<file path="src/shared/ctl_pkg.sv">
// constants and state types for the four-channel counter/timer loader
// assumes one system clock and a byte-wide processor write port
// ==========================================================
package ctl_pkg;
	localparam int CHANS = 4;
	// control word fields
	localparam int CW_IS_CTRL = 0;
	localparam int CW_RESET = 1;
	localparam int CW_TC_NEXT = 2;
	localparam int CW_TRIG_WAIT = 3;
	localparam int CW_EDGE_POS = 4;
	localparam int CW_PRE_256 = 5;
	localparam int CW_COUNTER = 6;
	localparam int CW_INT_EN = 7;
	// vector layout
	localparam int VEC_BASE_LSB = 3;
	// prescaler terminal values and counter figures
	localparam logic [7:0] PRE_LAST_16 = 8'h0f;
	localparam logic [7:0] PRE_LAST_256 = 8'hff;
	localparam logic [8:0] CNT_FULL = 9'h100;
	localparam logic [8:0] CNT_LAST = 9'h001;
	localparam logic [7:0] CTRL_RESET = 8'h00;

	typedef struct packed {
		logic [7:0] ctrl;
		logic [7:0] tc;
		logic [8:0] cnt;
		logic tc_ok;
		logic run;
		logic armed;
		logic exp_tc;
		logic [7:0] pre;
		logic [2:0] sync;
		logic lvl;
		logic pend;
	} ctl_chan_t;

	typedef struct packed {
		ctl_chan_t [CHANS-1:0] ch;
		logic [4:0] vbase;
		logic irq;
		logic [7:0] vec;
		logic vec_vld;
		logic [CHANS-1:0] zc;
	} ctl_state_t;
endpackage

</file>
<file path="src/ctl_loader.sv">
// four-channel down counter/timer with write decode and vectored interrupts
// assumes writes are one-cycle strobes on REF_CLK_I; trigger pins are asynchronous
`timescale 1ns/1ps
module ctl_loader import ctl_pkg::*; (
	// clock and reset
	input wire logic REF_CLK_I,
	input wire logic RST_N_I,
	// processor write port
	input wire logic WR_STB_I,
	input wire logic [1:0] WR_CHAN_I,
	input wire logic [7:0] WR_DATA_I,
	// external count or trigger pins
	input wire logic [CHANS-1:0] EXTERNAL_COUNT_TRIGGER_I,
	// interrupt acknowledge
	input wire logic INT_ACK_I,
	// outputs
	output logic INT_REQ_O,
	output logic [7:0] VEC_O,
	output logic VEC_VALID_O,
	output logic [CHANS-1:0] ZERO_COUNT_O
);
	// ==========================================================
	// helpers
	function automatic logic [8:0] tc_count(input logic [7:0] tc);
		tc_count = (tc == 8'h00) ? CNT_FULL : {1'b0, tc};
	endfunction

	ctl_state_t r;
	ctl_state_t next_r;
	logic [CHANS-1:0] tick;
	logic [CHANS-1:0] trig;

	// ==========================================================
	// next state
	always_comb begin
		ctl_chan_t c;
		logic started;
		logic found;
		logic [1:0] code;
		c = '0;
		started = 1'b0;
		found = 1'b0;
		code = 2'b00;
		next_r = r;
		next_r.vec_vld = 1'b0;
		next_r.zc = '0;
		tick = '0;
		trig = '0;
		// acknowledge: lowest pending channel number wins
		for (int i = CHANS - 1; i >= 0; i--) begin
			if (r.ch[i].pend && r.ch[i].ctrl[CW_INT_EN]) begin
				found = 1'b1;
				code = i[1:0];
			end
		end
		if (INT_ACK_I && found) begin
			next_r.vec = {r.vbase, code, 1'b0};
			next_r.vec_vld = 1'b1;
			next_r.ch[code].pend = 1'b0;
		end
		for (int i = 0; i < CHANS; i++) begin
			c = next_r.ch[i];
			started = 1'b0;
			// three-stage pin sampler; stage 0 only feeds stage 1
			c.sync = {c.sync[1:0], EXTERNAL_COUNT_TRIGGER_I[i]};
			if (r.ch[i].sync[1] == r.ch[i].sync[2] && r.ch[i].sync[2] != r.ch[i].lvl) begin
				c.lvl = r.ch[i].sync[2];
				trig[i] = (r.ch[i].sync[2] == r.ch[i].ctrl[CW_EDGE_POS]);
			end
			// processor writes
			if (WR_STB_I && WR_CHAN_I == i[1:0]) begin
				if (r.ch[i].exp_tc) begin
					c.tc = WR_DATA_I;
					c.tc_ok = 1'b1;
					c.exp_tc = 1'b0;
					if (!r.ch[i].run && !r.ch[i].armed) begin
						// first constant starts the channel; later ones wait for zero
						c.cnt = tc_count(WR_DATA_I);
						c.pre = '0;
						started = 1'b1;
						if (!r.ch[i].ctrl[CW_COUNTER] && r.ch[i].ctrl[CW_TRIG_WAIT])
							c.armed = 1'b1;
						else
							c.run = 1'b1;
					end
				end else if (WR_DATA_I[CW_IS_CTRL]) begin
					// reset bit is a pulse and is never stored
					c.ctrl = {WR_DATA_I[7:2], 1'b0, 1'b1};
					c.exp_tc = WR_DATA_I[CW_TC_NEXT];
					if (!WR_DATA_I[CW_INT_EN])
						c.pend = 1'b0;
					if (WR_DATA_I[CW_RESET]) begin
						c.run = 1'b0;
						c.armed = 1'b0;
						c.pre = '0;
					end
				end else begin
					// bits 2:1 are dropped; they are rebuilt at acknowledge
					next_r.vbase = WR_DATA_I[7:VEC_BASE_LSB];
				end
			end
			// a trigger edge releases an armed timer
			if (c.armed && trig[i] && !started) begin
				c.armed = 1'b0;
				c.run = 1'b1;
			end
			// counting
			if (c.run && !started) begin
				if (c.ctrl[CW_COUNTER]) begin
					tick[i] = trig[i];
				end else begin
					tick[i] = (c.pre == (c.ctrl[CW_PRE_256] ? PRE_LAST_256 : PRE_LAST_16));
					c.pre = tick[i] ? 8'h00 : c.pre + 8'h01;
				end
				if (tick[i]) begin
					if (c.cnt == CNT_LAST) begin
						c.cnt = tc_count(c.tc);
						next_r.zc[i] = 1'b1;
						if (c.ctrl[CW_INT_EN])
							c.pend = 1'b1;
					end else begin
						c.cnt = c.cnt - 9'h001;
					end
				end
			end
			next_r.ch[i] = c;
		end
		next_r.irq = 1'b0;
		for (int i = 0; i < CHANS; i++)
			next_r.irq = next_r.irq | (next_r.ch[i].pend & next_r.ch[i].ctrl[CW_INT_EN]);
	end

	// ==========================================================
	// state register, synchronous reset
	always_ff @(posedge REF_CLK_I) begin
		if (!RST_N_I)
			r <= '0;
		else
			r <= next_r;
	end

	assign INT_REQ_O = r.irq;
	assign VEC_O = r.vec;
	assign VEC_VALID_O = r.vec_vld;
	assign ZERO_COUNT_O = r.zc;

	// plain flag so that properties can exclude a write without naming a sequence
	logic wr_ch0;
	assign wr_ch0 = WR_STB_I && WR_CHAN_I == 2'h0;
endmodule

</file>
<file path="config.mk">
export PLATFORM = sky130hd
export DESIGN_NAME = ctl_loader
export DESIGN_NICKNAME = d
export VERILOG_FILES = /design/src/shared/ctl_pkg.sv /design/src/ctl_loader.sv
export SDC_FILE = /design/constraint.sdc
export NUM_CORES = 1
export LEC_CHECK = 0
export BUFFER_PORTS_ARGS = -buffer_cell sky130_fd_sc_hd__buf_2
export CAP_MARGIN = 20
export CORE_ASPECT_RATIO = 0.9
export CORE_MARGIN = 10
export CORE_UTILIZATION = 60
export DETAILED_ROUTE_END_ITERATION = 16
export PLACE_DENSITY_LB_ADDON = 0.3
export SLEW_MARGIN = 20
export SYNTH_ARGS = -nofsm -noshare
export SYNTH_HDL_FRONTEND = slang
export SYNTH_SLANG_ARGS = --single-unit
</file>
<file path="constraint.sdc">
create_clock -name REF_CLK_I -period 4.3 [get_ports REF_CLK_I]
set_input_delay 0.645 -clock REF_CLK_I [delete_from_list [all_inputs] [get_ports REF_CLK_I]]
set_output_delay 0.645 -clock REF_CLK_I [all_outputs]
set_load 0.02 [all_outputs]
</file>
Yosys cells after proc, flatten, opt, wreduce, memory -nomap -nowiden
Cells that the tools add are included.

$add $sub $neg: 8. $mul: 0. Div/mod/pow operators: 0. $lt $le $gt $ge: 2. Equal/unequal tests: 23. Shift operators: 0. Mux-type cells: 178. Bitwise operators: 8. Reduce and logical (&&, ||, !) cells: 68.

Operators with widths (count): 8-bit two-way mux (32); 9-bit two-way mux (21); 168-bit bitwise mux (1); 168-bit two-way mux (1); 37-bit two-way mux (4); 11-bit two-way mux (8); 42-bit demux with 2-bit select (1); 1-bit two-way mux (78); 18-bit two-way mux (4); 5-bit two-way mux (12); 8-bit zero test (5); 9-bit by 1-bit == test with 1-bit output, second input constant (4); 9-bit by 1-bit subtractor with 9-bit output, second input constant (4); 1-bit logical AND (34); 8-bit by 1-bit adder with 8-bit output, second input constant (4); 8-bit == test (4); 2-bit two-way mux (16); 1-bit zero test (16); 3-bit AND reduction (4); 1-bit == test (8); 2-bit nonzero test (4); 2-bit OR reduction (4); 1-bit AND (4); 2-bit == test, second input constant (2); other kinds (7) (12).

Register bits: 186. Bits in latches: 0. Memory bits (writable): 0. Bits in read-only memories: 0. Output and inout port bits: 14. Word-level logic and storage cells: 339. Memories: 0.

Depth between registers and ports, before layout
Gate-level depths: netlist of the first run.

Word-level depth: 26. Depth in mapped cells: 16. Mapped depth without buffers: 12.

Worst setup path after synthesis of the first run
No wires, ideal clock.

Path type: input-to-reg. Start: input WR_CHAN_I[0]. End: register r[127] (netlist name). Setup time: 95 ps. Arrival: 3775 ps. Required time: 4205 ps. Slack: 430 ps. Cell stages on the path: 14. Path through: buf_2 > and4b_1 > nand2_1 > clkbuf_1 > buf_1 > and3_1 > ha_1 > nand3_1 > or4_1 > o31a_1 > a21oi_1 > buf_2 > nand2_1 > a221oi_1.

Longest elaborated chain between the ends: 9. Elaborated cells on any way between the ends: 20. Those cells by class: add/sub (1); eq/ne (3); mux (10); reduce/logical (6).

Ends and longest elaborated chain: start, declared (line ctl_loader.sv:10) `input wire logic [1:0] WR_CHAN_I,`; 2-bit == test * (line ctl_loader.sv:71) `if (WR_STB_I && WR_CHAN_I == i[1:0]) begin`; 1-bit logical AND * (line ctl_loader.sv:71); parallel branches: the longest is 6 deep, another holds 9-bit by 1-bit subtractor with 9-bit output; 9-bit two-way mux * (line ctl_loader.sv:108) `if (c.run && !started) begin`; end signal, assigned (line ctl_loader.sv:139) `r <= next_r;`; end, declared (line ctl_loader.sv:28) `ctl_state_t r;`.

Mark *: on every way between the ends. The select of a mux whose other input is x is not followed. A chain may end at the register's enable or synchronous reset.

Final worst setup path of the first run
Start: register r[74] (netlist name). End: register r[83] (netlist name).

Longest elaborated chain between the ends: 8. Elaborated cells on any way between the ends: 22. Those cells by class: add/sub (1); eq/ne (2); mux (14); reduce/logical (5).

Ends and longest elaborated chain (line): parallel branches: the longest is 7 deep, another holds 9-bit by 1-bit subtractor with 9-bit output; 9-bit two-way mux * (ctl_loader.sv:108).

Marks and branches as above.

==> metrics.md, run 1 <==
| Metric | Value |
|---|---|
| Status | finished, final reports clean |
| Antenna diodes | 0 |
| Period utilisation layout | 84.97% |
| Initial antenna violation count | 0 |
| Hold Crit Class | primary input to flop |
| Synth cell types | slightly below 90 |
| Critical path capture point type | flop |
| First-pass GRT wire length | approximately 41 mm |
| Fmax | approximately 0.27 GHz |
| CTS root buf | clkbuf_16 |
| Avg Inst Size Synth | around 7.9 um^2 |
| Critical Path RT | approximately 4.7 ns |
| Die W | roughly 150 um |
| Slowest CP cell | a32oi_1 |
| Post-synth EDFFs | 0 |
| H-tree Lvls | 4 |
| Clock skew | approximately 0.011 ns |
| CP startpoint kind | flop |
| Most frequent cells in the layout | dfxtp_1 (170), nor2_1 (149), nand2_1 (135) |
| Multi-input gate area | between 0.005 and 0.006 mm^2 |
| Register area share after synthesis | 36.28% |
| Setup tns final | 0 ns |
| TritonCTS clock tree | built |
| Post-synth top flop | dfxtp_1 |
| Die ar. | 0.02104 mm^2 |
| Fraction of layout cells with a size suffix above 1 | a little over a tenth |
| CP bufs+invs | 1 |
| Hold path cells | 2 |
| Worst path cell trace | or3b_2, or2_2, a21oi_1, inv_1, ha_1, and2_1, a32oi_1, o21ai_0, a221oi_1, o21a_1 |
| Synth Net Count | approximately 1,200 |
| Die Y | 138.6 um |
| Clock Sink Count | 170 |
| Final Max Tran Viols | 0 |
| Arrival time at the worst endpoint | 4.04 ns |
| RSZ-0062 raised after global routing | no |
| Post-layout nets | 1,202 |
| Mapped cell area | about 0.0094 mm^2 |
| Sequential cell area | approximately 0.0034 mm^2 |
| Commonest non-fill, non-tap cell in the layout | dfxtp_1 |
| 1st-iter DRT viols | about 940 |
| Max rail drop VDD | between 0.3 and 0.4 mV |
| Residual DRC count | 0 |
| PortBufs | 30 |
| Pleak | 0.004145 uW |
| Cell Pwr Density | roughly 330 mW/mm^2 |
| Post-route ant nets | 0 |
| Worst slew pin tran | 0.9927 ns |
| Clock Pin Slew Worst Setup and Hold Paths | around 0.07 ns |
| Starting density of the core | about three fifths |
| Dpl hpwl | 16.78 mm |
| Worst skew pair latency | ~0.44 ns |
| CP max FO | 22 |
| Fillers | roughly 1,300 |
| Slew HR | 33.68% |
| RR Startpoint | r[74] |
| Post-Synthesis Cells | 1,183 |
| Largest cells by area after synthesis | dfxtp_1 (36%), mux2i_1 (7.0%), nor2_1 (6.0%) |
| CTS Buf Count | 17 |
| Synthesis warning total | 0 |
| Yosys reg bits | between 150 and 200 |
| Core Area | between 0.015 and 0.02 mm^2 |
| Area share of the largest cell type after synthesis | between 30% and 40% |
| Number of global-route vias before repair | ~8,000 |
| Ys async rst share | 0% |
| Setup violations, final | 0 |
| Largest net degree at the start of global routing | 78 |
| R2R Setup Slk | 0.65 ns |
| Critical hold path startpoint | EXTERNAL_COUNT_TRIGGER_I[1] |
| Crit path max-delay family | compound AO/OA/AOI/OAI gates |
| GRT overflow | 0 |
| Min Tclk post-route | around 3.7 ns |
| All-Layer GR Usage | 22.87% |
| Setup Buffers After CTS | 0 |
| Worst hold endpoint | r[63] |
| CTS resizes | 0 |
| CTS Buffer Depth | 2 |
| Fin. Hold Viols | 0 |
| Via Count | 8,846 |
| Worst reg-to-reg path cell count | 10 |
| Hold buffer count at CTS | 0 |
| 1st-pass router iterations | 7 |
| RR Endpoint | r[83] |
| Total power | approximately 3400 uW |
| Num ports | 32 |
| Layout Area Growth over Synthesis | 8.536% |
| Critical path class | flop to flop |
| CP peak stage delay | 0.54 ns |
| RePlAce Congestion | slightly below 0.9 |
| Std cell rows | between 40 and 50 |
| Via density | between 6 and 7 |
| Post-Route WL | roughly 25 mm |
| WL/cell | 18.08 um |
| Cell taking the most area after synthesis | dfxtp_1 |
| Number of max-cap violations | 0 |
[cell families after synthesis]
| kind of cell | share of synthesized area [%] |
|---|---|
| other | 0.03997 |
| AOI/OAI and AO/OA | 19.70 |
| adders and majority gates | 1.600 |
| buffers and inverters | 5.188 |
| and+or+nand+nor | 27.55 |
| xor gates and xnor gates | 0.2801 |
| DFF | 36.28 |
| muxes | 9.362 |
[area by class of cell]
cell class,instances,area share [%]
multi-input combinational,909,54.08
sequential,170,33.42
clock buffer,22,4.657
timing repair buffer,53,3.170
tap,202,2.482
clock inverter,10,1.389
inverter,21,0.7987
[Yosys cell counts, types with 7 or more instances]
master,instances
or4_1,7
nor2_1,149
buf_4,14
mux2_2,12
and3_1,19
o21ai_0,53
ha_1,12
nor3_1,50
o211ai_1,11
nand2_1,135
nand4_1,15
buf_2,17
o31ai_1,9
buf_1,7
a21oi_1,98
inv_1,19
nand3_1,50
clkbuf_1,42
o21a_1,9
mux2i_1,66
or3_1,11
nand2b_1,7
a31oi_1,8
or2_2,7
dfxtp_1,170
and2_1,25
nor4_1,11
[worst max-delay path by stage]
stage / startpoint / end / cells past startpoint
floorplan: WR_CHAN_I[0] / r[127] / 14
global placement: WR_CHAN_I[1] / r[83] / 11
detailed placement: WR_STB_I / r[39] / 13
CTS: r[74] / r[83] / 10
global route: r[74] / r[83] / 10
finish: r[74] / r[83] / 10
[worst reg2reg max path: cells and delay by family (launching register included)]
kind	cells	cell delay, ns
AOI/OAI and AO/OA	5	1.62
buffers and inverters	1	0.10
DFF	1	0.45
and+or+nand+nor	3	1.19
adders and majority gates	1	0.26
[flip-flops by register name, indices dropped and copies added (netlist names)]
name,flops
r,157
INT_REQ_O,1
ZERO_COUNT_O,4
VEC_VALID_O,1
VEC_O,7
[stage by stage]
step	utilization (%)	setup WS [ns]	cell area, um^2	cells	hold slack, ns
floorplan	-	0.4299	9382	1183	0.4119
global placement	62.17	0.6224	9567	1355	0.4142
detailed placement	62.17	0.5516	9567	1355	0.4219
CTS	66.17	0.7353	10180	1387	0.4066
global route	66.17	0.4450	10180	1387	0.4090
finish	66.17	0.6464	10180	1387	0.4098
[report_power, final]
part / internal [uW] / total [uW] / switching, uW
logic: 47.4 / 173 / 126
registers: 1590 / 1600 / 9.44
clock network: 960 / 1610 / 652
total: 2600 / 3380 / 788
[per-layer routing]
layer / GRT usage [%] / vias up / part of all wire, %
li1: - / 4260 / -
met3: 4.713 / 42 / 8.6
met4: 8.101 / 0 / 1.9
met1: 30.92 / 4143 / 45
met2: 35.26 / 401 / 45
met5: 0 / - / 0
No activity file was read; power rests on OpenSTA's default activity.
==> run 2: changes to the inputs <==
Settings changed: ABC_AREA set to 1, CORE_UTILIZATION 60 to 56.
Clock period 4.3 ns to 3.25 ns, I/O delays scaled along.
==> metrics.md, run 2 <==
| Metric | Value |
|---|---|
| Pleak | 0.004731 uW (was 0.004145 uW) |
| H-tree Lvls | 4 (unchanged) |
| Starting density of the core | 56.70% (was 60.97%) |
| Critical Path RT | 3.62 ns (was 4.68 ns) |
| PortBufs | 30 (unchanged) |
| Count leader, synth | nand2_1 (was dfxtp_1) |
| Synth Net Count | 1,418 (was 1,213) |
| Clock skew | 0.009036 ns (was 0.01061 ns) |
| Die Y | 141.0 um (was 138.6 um) |
| Pre-CTS setup slack | 0.2059 ns (was 0.5516 ns) |
| CTS root buf | clkbuf_16 (unchanged) |
| First-pass GRT wire length | 39.83 mm (was 40.94 mm) |
| Max rail drop VDD | 0.4103 mV (was 0.3229 mV) |
| Crit path from | r[32] (was r[74]) |
| RSZ-0062 raised after global routing | no (unchanged) |
| Antenna diodes | 0 (unchanged) |
| CTS Buffer Depth | 2 (unchanged) |
| Mapped cell area | 0.009115 mm^2 (was 0.009381 mm^2) |
| WL/cell | 14.75 um (was 18.08 um) |
| CP peak stage delay | 0.38 ns (was 0.54 ns) |
| Critical hold path startpoint | EXTERNAL_COUNT_TRIGGER_I[0] (was EXTERNAL_COUNT_TRIGGER_I[1]) |
| Cell taking the most area after synthesis | dfxtp_1 (unchanged) |
| CP startpoint kind | flop (unchanged) |
| Post-route ant nets | 0 (unchanged) |
| CP bufs+invs | 2 (was 1) |
| TritonCTS clock tree | built (unchanged) |
| Worst path cell trace | nand2_1, nor2_1, nand2_2, inv_1, or2_2, o21ai_2, inv_1, ha_1, nand3_1, nor2_2, nand3_2, nor2_1, nand3_1, nand2_1, nand2_1, nand2_1, nor2_1, nor2_1 (was or3b_2, or2_2, a21oi_1, inv_1, ha_1, and2_1, a32oi_1, o21ai_0, a221oi_1, o21a_1) |
| Setup Buffers After CTS | 0 (unchanged) |
| Yosys reg bits | 170 (unchanged) |
| Post-synth top flop | dfxtp_1 (unchanged) |
| RR Startpoint | r[32] (was r[74]) |
| Layout Area Growth over Synthesis | 10.62% (was 8.536%) |
| Synthesis warning total | 0 (unchanged) |
| Largest cells by area after synthesis | dfxtp_1 (37%), nand2_1 (14%), inv_1 (7.1%) (was dfxtp_1 (36%), mux2i_1 (7.0%), nor2_1 (6.0%)) |
| Fraction of layout cells with a size suffix above 1 | 10.21% (was 10.97%) |
| Top post-synthesis cells by count | nand2_1 (331), inv_1 (172), dfxtp_1 (170) (was dfxtp_1 (170), nor2_1 (149), nand2_1 (135)) |
| Max reg flops | 157 (unchanged) |
| Hold buffer count at CTS | 0 (unchanged) |
| Fmax | 0.3447 GHz (was 0.2737 GHz) |
| Area share of the largest cell type after synthesis | 37.34% (was 36.28%) |
| CP max FO | 18 (was 22) |
| CTS resizes | 0 (unchanged) |
| Post-Route WL | 24.00 mm (was 25.07 mm) |
| Register area share after synthesis | 37.34% (was 36.28%) |
| Commonest non-fill, non-tap cell in the layout | nand2_1 (was dfxtp_1) |
| Synth cell types | 51 (was 89) |
| Finished Core Util | 62.73% (was 66.17%) |
| Num ports | 32 (unchanged) |
| Status | finished, final reports clean (unchanged) |
| Setup tns final | 0 ns (unchanged) |
| Most frequent cells in the layout | nand2_1 (331), inv_1 (171), dfxtp_1 (170) (was dfxtp_1 (170), nor2_1 (149), nand2_1 (135)) |
| Number of global-route vias before repair | 8,309 (was 8,034) |
| All-Layer GR Usage | 21.63% (was 22.87%) |
| Die ar. | 0.02179 mm^2 (was 0.02104 mm^2) |
| Dpl hpwl | 16.57 mm (was 16.78 mm) |
| Largest net degree at the start of global routing | 80 (was 78) |
| Avg Inst Size Synth | 6.567 um^2 (was 7.930 um^2) |
| Post-synth EDFFs | 0 (unchanged) |
| Period utilisation layout | 89.27% (was 84.97%) |
| Min Tclk post-route | 2.901 ns (was 3.654 ns) |
| Largest Register | r (unchanged) |
| Post-layout nets | 1,437 (was 1,202) |
| Number of max-cap violations | 0 (unchanged) |
| 1st-pass router iterations | 6 (was 7) |
| Crit path max-delay family | simple AND/OR/NAND/NOR gates (was compound AO/OA/AOI/OAI gates) |
| Final Max Tran Viols | 0 (unchanged) |
| Std cell rows | 44 (was 43) |
| 1st-iter DRT viols | 838 (was 937) |
| CTS Buf Count | 17 (unchanged) |
| Ys async rst share | 0% (unchanged) |
| Via density | 5.564 (was 6.378) |
| Core Area | 0.01608 mm^2 (was 0.01539 mm^2) |
| GRT overflow | 0 (unchanged) |
| Worst slew pin tran | 0.8811 ns (was 0.9927 ns) |
| Arrival time at the worst endpoint | 3.27 ns (was 4.04 ns) |
| Slew HR | 41.26% (was 33.68%) |
| Crit path setup slack, layout | 0.3487 ns (was 0.6464 ns) |
| Clock Sink Count | 170 (unchanged) |
| Hold Crit Class | primary input to flop (unchanged) |
| Via Count | 9,052 (was 8,846) |
| Placed insts | 1,595 (was 1,355) |
| Total power | 4629 uW (was 3383 uW) |
| Residual DRC count | 0 (unchanged) |
| Post-Synthesis Cells | 1,388 (was 1,183) |
| Setup violations, final | 0 (unchanged) |
| Fin. Hold Viols | 0 (unchanged) |
| Critical path capture point type | flop (unchanged) |
| Clock Pin Slew Worst Setup and Hold Paths | 0.07 ns (about the same) |
| Worst skew pair latency | 0.43 ns (was 0.44 ns) |
| Die W | 154.5 um (was 151.8 um) |
| Finished Layout Cells | 1,627 (was 1,387) |
| Initial antenna violation count | 0 (unchanged) |
| Cell Pwr Density | 459.1 mW/mm^2 (was 332.2 mW/mm^2) |
| Slowest CP cell | dfxtp_1 (was a32oi_1) |
| RePlAce Congestion | 0.9463 (was 0.8902) |
| Critical path class | flop to flop (unchanged) |
[run 2: layout make-up]
class                   instances  area [um^2]
multi-input cells             981         4737
fillers                      1509         5992
clock buffers                  20        466.7
inverters                     184        694.4
repair buffers                 53        335.3
flip-flops and latches        170         3403
clock inverters                12        187.7
well taps                     207        259.0
[run 2: cell families after synthesis]
| family | share of synthesized area (%) |
|---|---|
| buffers and inverters | 10.69 |
| adders and majority gates | 1.647 |
| other | 0.04114 |
| muxes | 0.1098 |
| xor gates and xnor gates | 0.9609 |
| AOI/OAI and AO/OA | 17.31 |
| and+or+nand+nor | 31.90 |
| DFF | 37.34 |
[run 2: worst paths after layout]
| kind | end | slack, ns | cells past startpoint |
|---|---|---|---|
| setup / recovery | INT_REQ_O | 0.35 | 18 |
| hold / removal | r[21] | 0.23 | 3 |
| setup reg to reg | INT_REQ_O | 0.35 | 18 |
| hold reg to reg | r[22] | 0.41 | 2 |
[run 2: power by group]
part | switching, uW | leakage [uW] | internal, uW
Sequential | 12.7 | 0.00137 | 2110
Clock | 893 | 0.000307 | 1360
Combinational | 188 | 0.00305 | 69.5
[run 2: per-layer routing]
metal / vias up / wire length (um) / GRT usage (%)
li1: 4527 / - / -
met1: 4159 / 10670 / 27.75
met2: 317 / 10900 / 34.61
met3: 49 / 1895 / 4.805
met4: 0 / 534 / 8.346
met5: - / 0 / 0
[run 2: worst reg2reg max path, delay by kind of cell, from the launching register on]
family                   cells  cell delay [ns]
AND/OR/NAND/NOR             14             1.99
flip-flops                   1             0.38
AO/OA/AOI/OAI                1             0.07
adder cells (fa/ha/maj)      1             0.15
buffers and inverters        2             0.26
[run 2: stage by stage]
| step | area, um^2 | hold WS, ns |
|---|---|---|
| detailed placement | 9429 | 0.3997 |
| global route | 10080 | 0.2303 |
| global placement | 9429 | 0.3920 |
| floorplan | 9115 | 0.3905 |
| CTS | 10080 | 0.2256 |
| finish | 10080 | 0.2339 |
==> run 3: changes to the inputs <==
Settings changed: CELL_PAD_IN_SITES_DETAIL_PLACEMENT set to 0, CELL_PAD_IN_SITES_GLOBAL_PLACEMENT set to 2, CORE_UTILIZATION 56 to 32.
==> metrics.md, run 3 (synthesis gave the netlist of run 2 again) <==
| Metric | Value |
|---|---|
| Status | finished, final reports clean (unchanged) |
| NetSw | 1131 uW (was 1093 uW) |
| Largest net degree at the start of global routing | 80 (unchanged) |
| Fmax | 0.3509 GHz (was 0.3447 GHz) |
| WL/cell | 15.31 um (was 14.75 um) |
| Setup violations, final | 0 (unchanged) |
| Clock Pin Slew Worst Setup and Hold Paths | 0.07 ns (about the same) |
| Post-route ant nets | 0 (unchanged) |
| Num ports | 32 (unchanged) |
| Critical Path RT | 3.58 ns (was 3.62 ns) |
| Final Max Tran Viols | 0 (unchanged) |
| RR Startpoint | r[158] (was r[32]) |
| Fraction of layout cells with a size suffix above 1 | 11.08% (was 10.21%) |
| Setup tns final | 0 ns (unchanged) |
| Via Count | 8,753 (was 9,052) |
| Starting density of the core | 32.54% (was 56.70%) |
| RePlAce Congestion | 0.8271 (was 0.9463) |
| Number of max-cap violations | 0 (unchanged) |
| Min Tclk post-route | 2.850 ns (was 2.901 ns) |
| Pleak | 0.004777 uW (was 0.004731 uW) |
| Critical hold path startpoint | EXTERNAL_COUNT_TRIGGER_I[1] (was EXTERNAL_COUNT_TRIGGER_I[0]) |
| Clock Sink Count | 170 (unchanged) |
| GRT overflow | 0 (unchanged) |
| Commonest non-fill, non-tap cell in the layout | nand2_1 (unchanged) |
| 1st-pass router iterations | 6 (unchanged) |
| Number of global-route vias before repair | 8,401 (was 8,309) |
| CTS Buffer Depth | 2 (unchanged) |
| Residual DRC count | 0 (unchanged) |
| Slew HR | 38.64% (was 41.26%) |
| CP max FO | 10 (was 18) |
| Die W | 197.9 um (was 154.5 um) |
| Crit path from | r[158] (was r[32]) |
| Worst skew pair latency | 0.44 ns (was 0.43 ns) |
| TritonCTS clock tree | built (unchanged) |
| Fin area | 0.01033 mm^2 (was 0.01008 mm^2) |
| CP startpoint kind | flop (unchanged) |
| Clock skew | 0.01291 ns (was 0.009036 ns) |
| Most frequent cells in the layout | nand2_1 (331), inv_1 (171), dfxtp_1 (170) (unchanged) |
| Critical path class | flop to flop (unchanged) |
| Die ar. | 0.03564 mm^2 (was 0.02179 mm^2) |
| Antenna diodes | 0 (unchanged) |
| H-tree Lvls | 4 (unchanged) |
| CTS root buf | clkbuf_16 (unchanged) |
| 1st-iter DRT viols | 521 (was 838) |
| CTS Buf Count | 17 (unchanged) |
| Std cell rows | 58 (was 44) |
| Layout Area Growth over Synthesis | 13.29% (was 10.62%) |
| Cell Pwr Density | 436.7 mW/mm^2 (was 459.1 mW/mm^2) |
| Sequential share of power | 47.0% (was 45.8%) |
| Int Pwr | 3379 uW (was 3536 uW) |
| Die Y | 180.1 um (was 141.0 um) |
| Fin. Hold Viols | 0 (unchanged) |
| Dpl hpwl | 19.89 mm (was 16.57 mm) |
| RSZ-0062 raised after global routing | no (unchanged) |
| Max rail drop VDD | 0.3181 mV (was 0.4103 mV) |
| PortBufs | 30 (unchanged) |
| All-Layer GR Usage | 15.68% (was 21.63%) |
| Largest Register | r (unchanged) |
| First-pass GRT wire length | 44.93 mm (was 39.83 mm) |
| Setup Buffers After CTS | 0 (unchanged) |
| Placed cell area | 0.009733 mm^2 (was 0.009429 mm^2) |
| Post-layout nets | 1,452 (was 1,437) |
| Critical path capture point type | flop (unchanged) |
| Clock power frac | 47.0% (was 48.6%) |
| Initial antenna violation count | 2 (was 0) |
| Max reg flops | 157 (unchanged) |
| Comb pwr share | 6.1% (was 5.6%) |
| Via density | 4.876 (was 5.564) |
| Switching Fraction | 25.07% (was 23.62%) |
| Total power | 4509 uW (was 4629 uW) |
| Hold Crit Class | primary input to flop (unchanged) |
| Worst slew pin tran | 0.9205 ns (was 0.8811 ns) |
| Arrival time at the worst endpoint | 3.18 ns (was 3.27 ns) |
| Period utilisation layout | 87.69% (was 89.27%) |
| Post-Route WL | 27.48 mm (was 24.00 mm) |
| Core Area | 0.02801 mm^2 (was 0.01608 mm^2) |
## run 3: cell count changes in the layout (fill, tap and decap cells not counted), sizes merged
| cell | before | now |
|---|---|---|
| clkinv | 6 | 9 |
| inv | 182 | 181 |
| clkinvlp | 4 | 2 |
| buf | 53 | 68 |
| clkbuf | 20 | 22 |
| bufinv | 4 | 2 |
## run 3: worst paths after layout
check / slack (ns) / depth (start not counted) / endpoint
worst min register to register: 0.42 / 2 / r[22]
worst max register to register: 0.40 / 16 / r[167]
worst min-delay path: 0.23 / 3 / r[63]
worst max-delay path: 0.40 / 16 / r[167]
## run 3: layout make-up
type | instances | area [um^2]
inverter | 184 | 694.4
timing repair buffer | 68 | 447.9
clock inverter | 10 | 116.4
fill | 3036 | 17690
tap | 360 | 450.4
sequential | 170 | 3403
multi-input combinational | 981 | 4740
clock buffer | 22 | 474.2
## run 3: critical path: stages (launching register included)
cell	delay, ns
dfxtp_1	0.41
inv_1	0.09
nand3_1	0.07
nor2_1	0.05
nor2_1	0.16
inv_1	0.13
nor2_1	0.23
ha_1	0.20
inv_1	0.06
nor3_1	0.41
nand2_1	0.20
nand2_1	0.14
nand2_2	0.16
inv_2	0.21
o21ai_1	0.10
nand4_1	0.07
nand2_1	0.06
## run 3: per-stage QoR
stage                     hold slack, ns  setup WS, ns  util (%)  instances
after global routing              0.2305       0.06438     36.86       1795
after floorplan                   0.3905        0.5512         -       1388
after CTS                         0.2189        0.4175     36.85       1795
final                             0.2300        0.4001     36.86       1795
after global placement            0.3947        0.1751     34.75       1763
after detailed placement          0.3999        0.1455     34.75       1763
## run 3: what timing repair did
item	4_1_cts	5_1_grt
gates resized for setup	0	1
hold buffers	0	0
endpoints found under the setup margin	0	1
## run 3: power by group through the flow
stage                     clock (uW)  sequential [uW]  combinational [uW]
final                           2120             2120                 274
after global routing            2260             2120                 305
after CTS                       2170             2120                 276
after detailed placement           0             2170                 275
after global placement             0             2170                 278
after floorplan                    0             2160                 166
## run 3: routing by layer
metal / track usage (%) / share of wire, % / vias up
li1: - / - / 4556
met1: 21.73 / 51 / 4028
met2: 24.01 / 43 / 138
met3: 2.819 / 3.6 / 29
met4: 4.856 / 1.8 / 2
met5: 0 / 0.044 / -
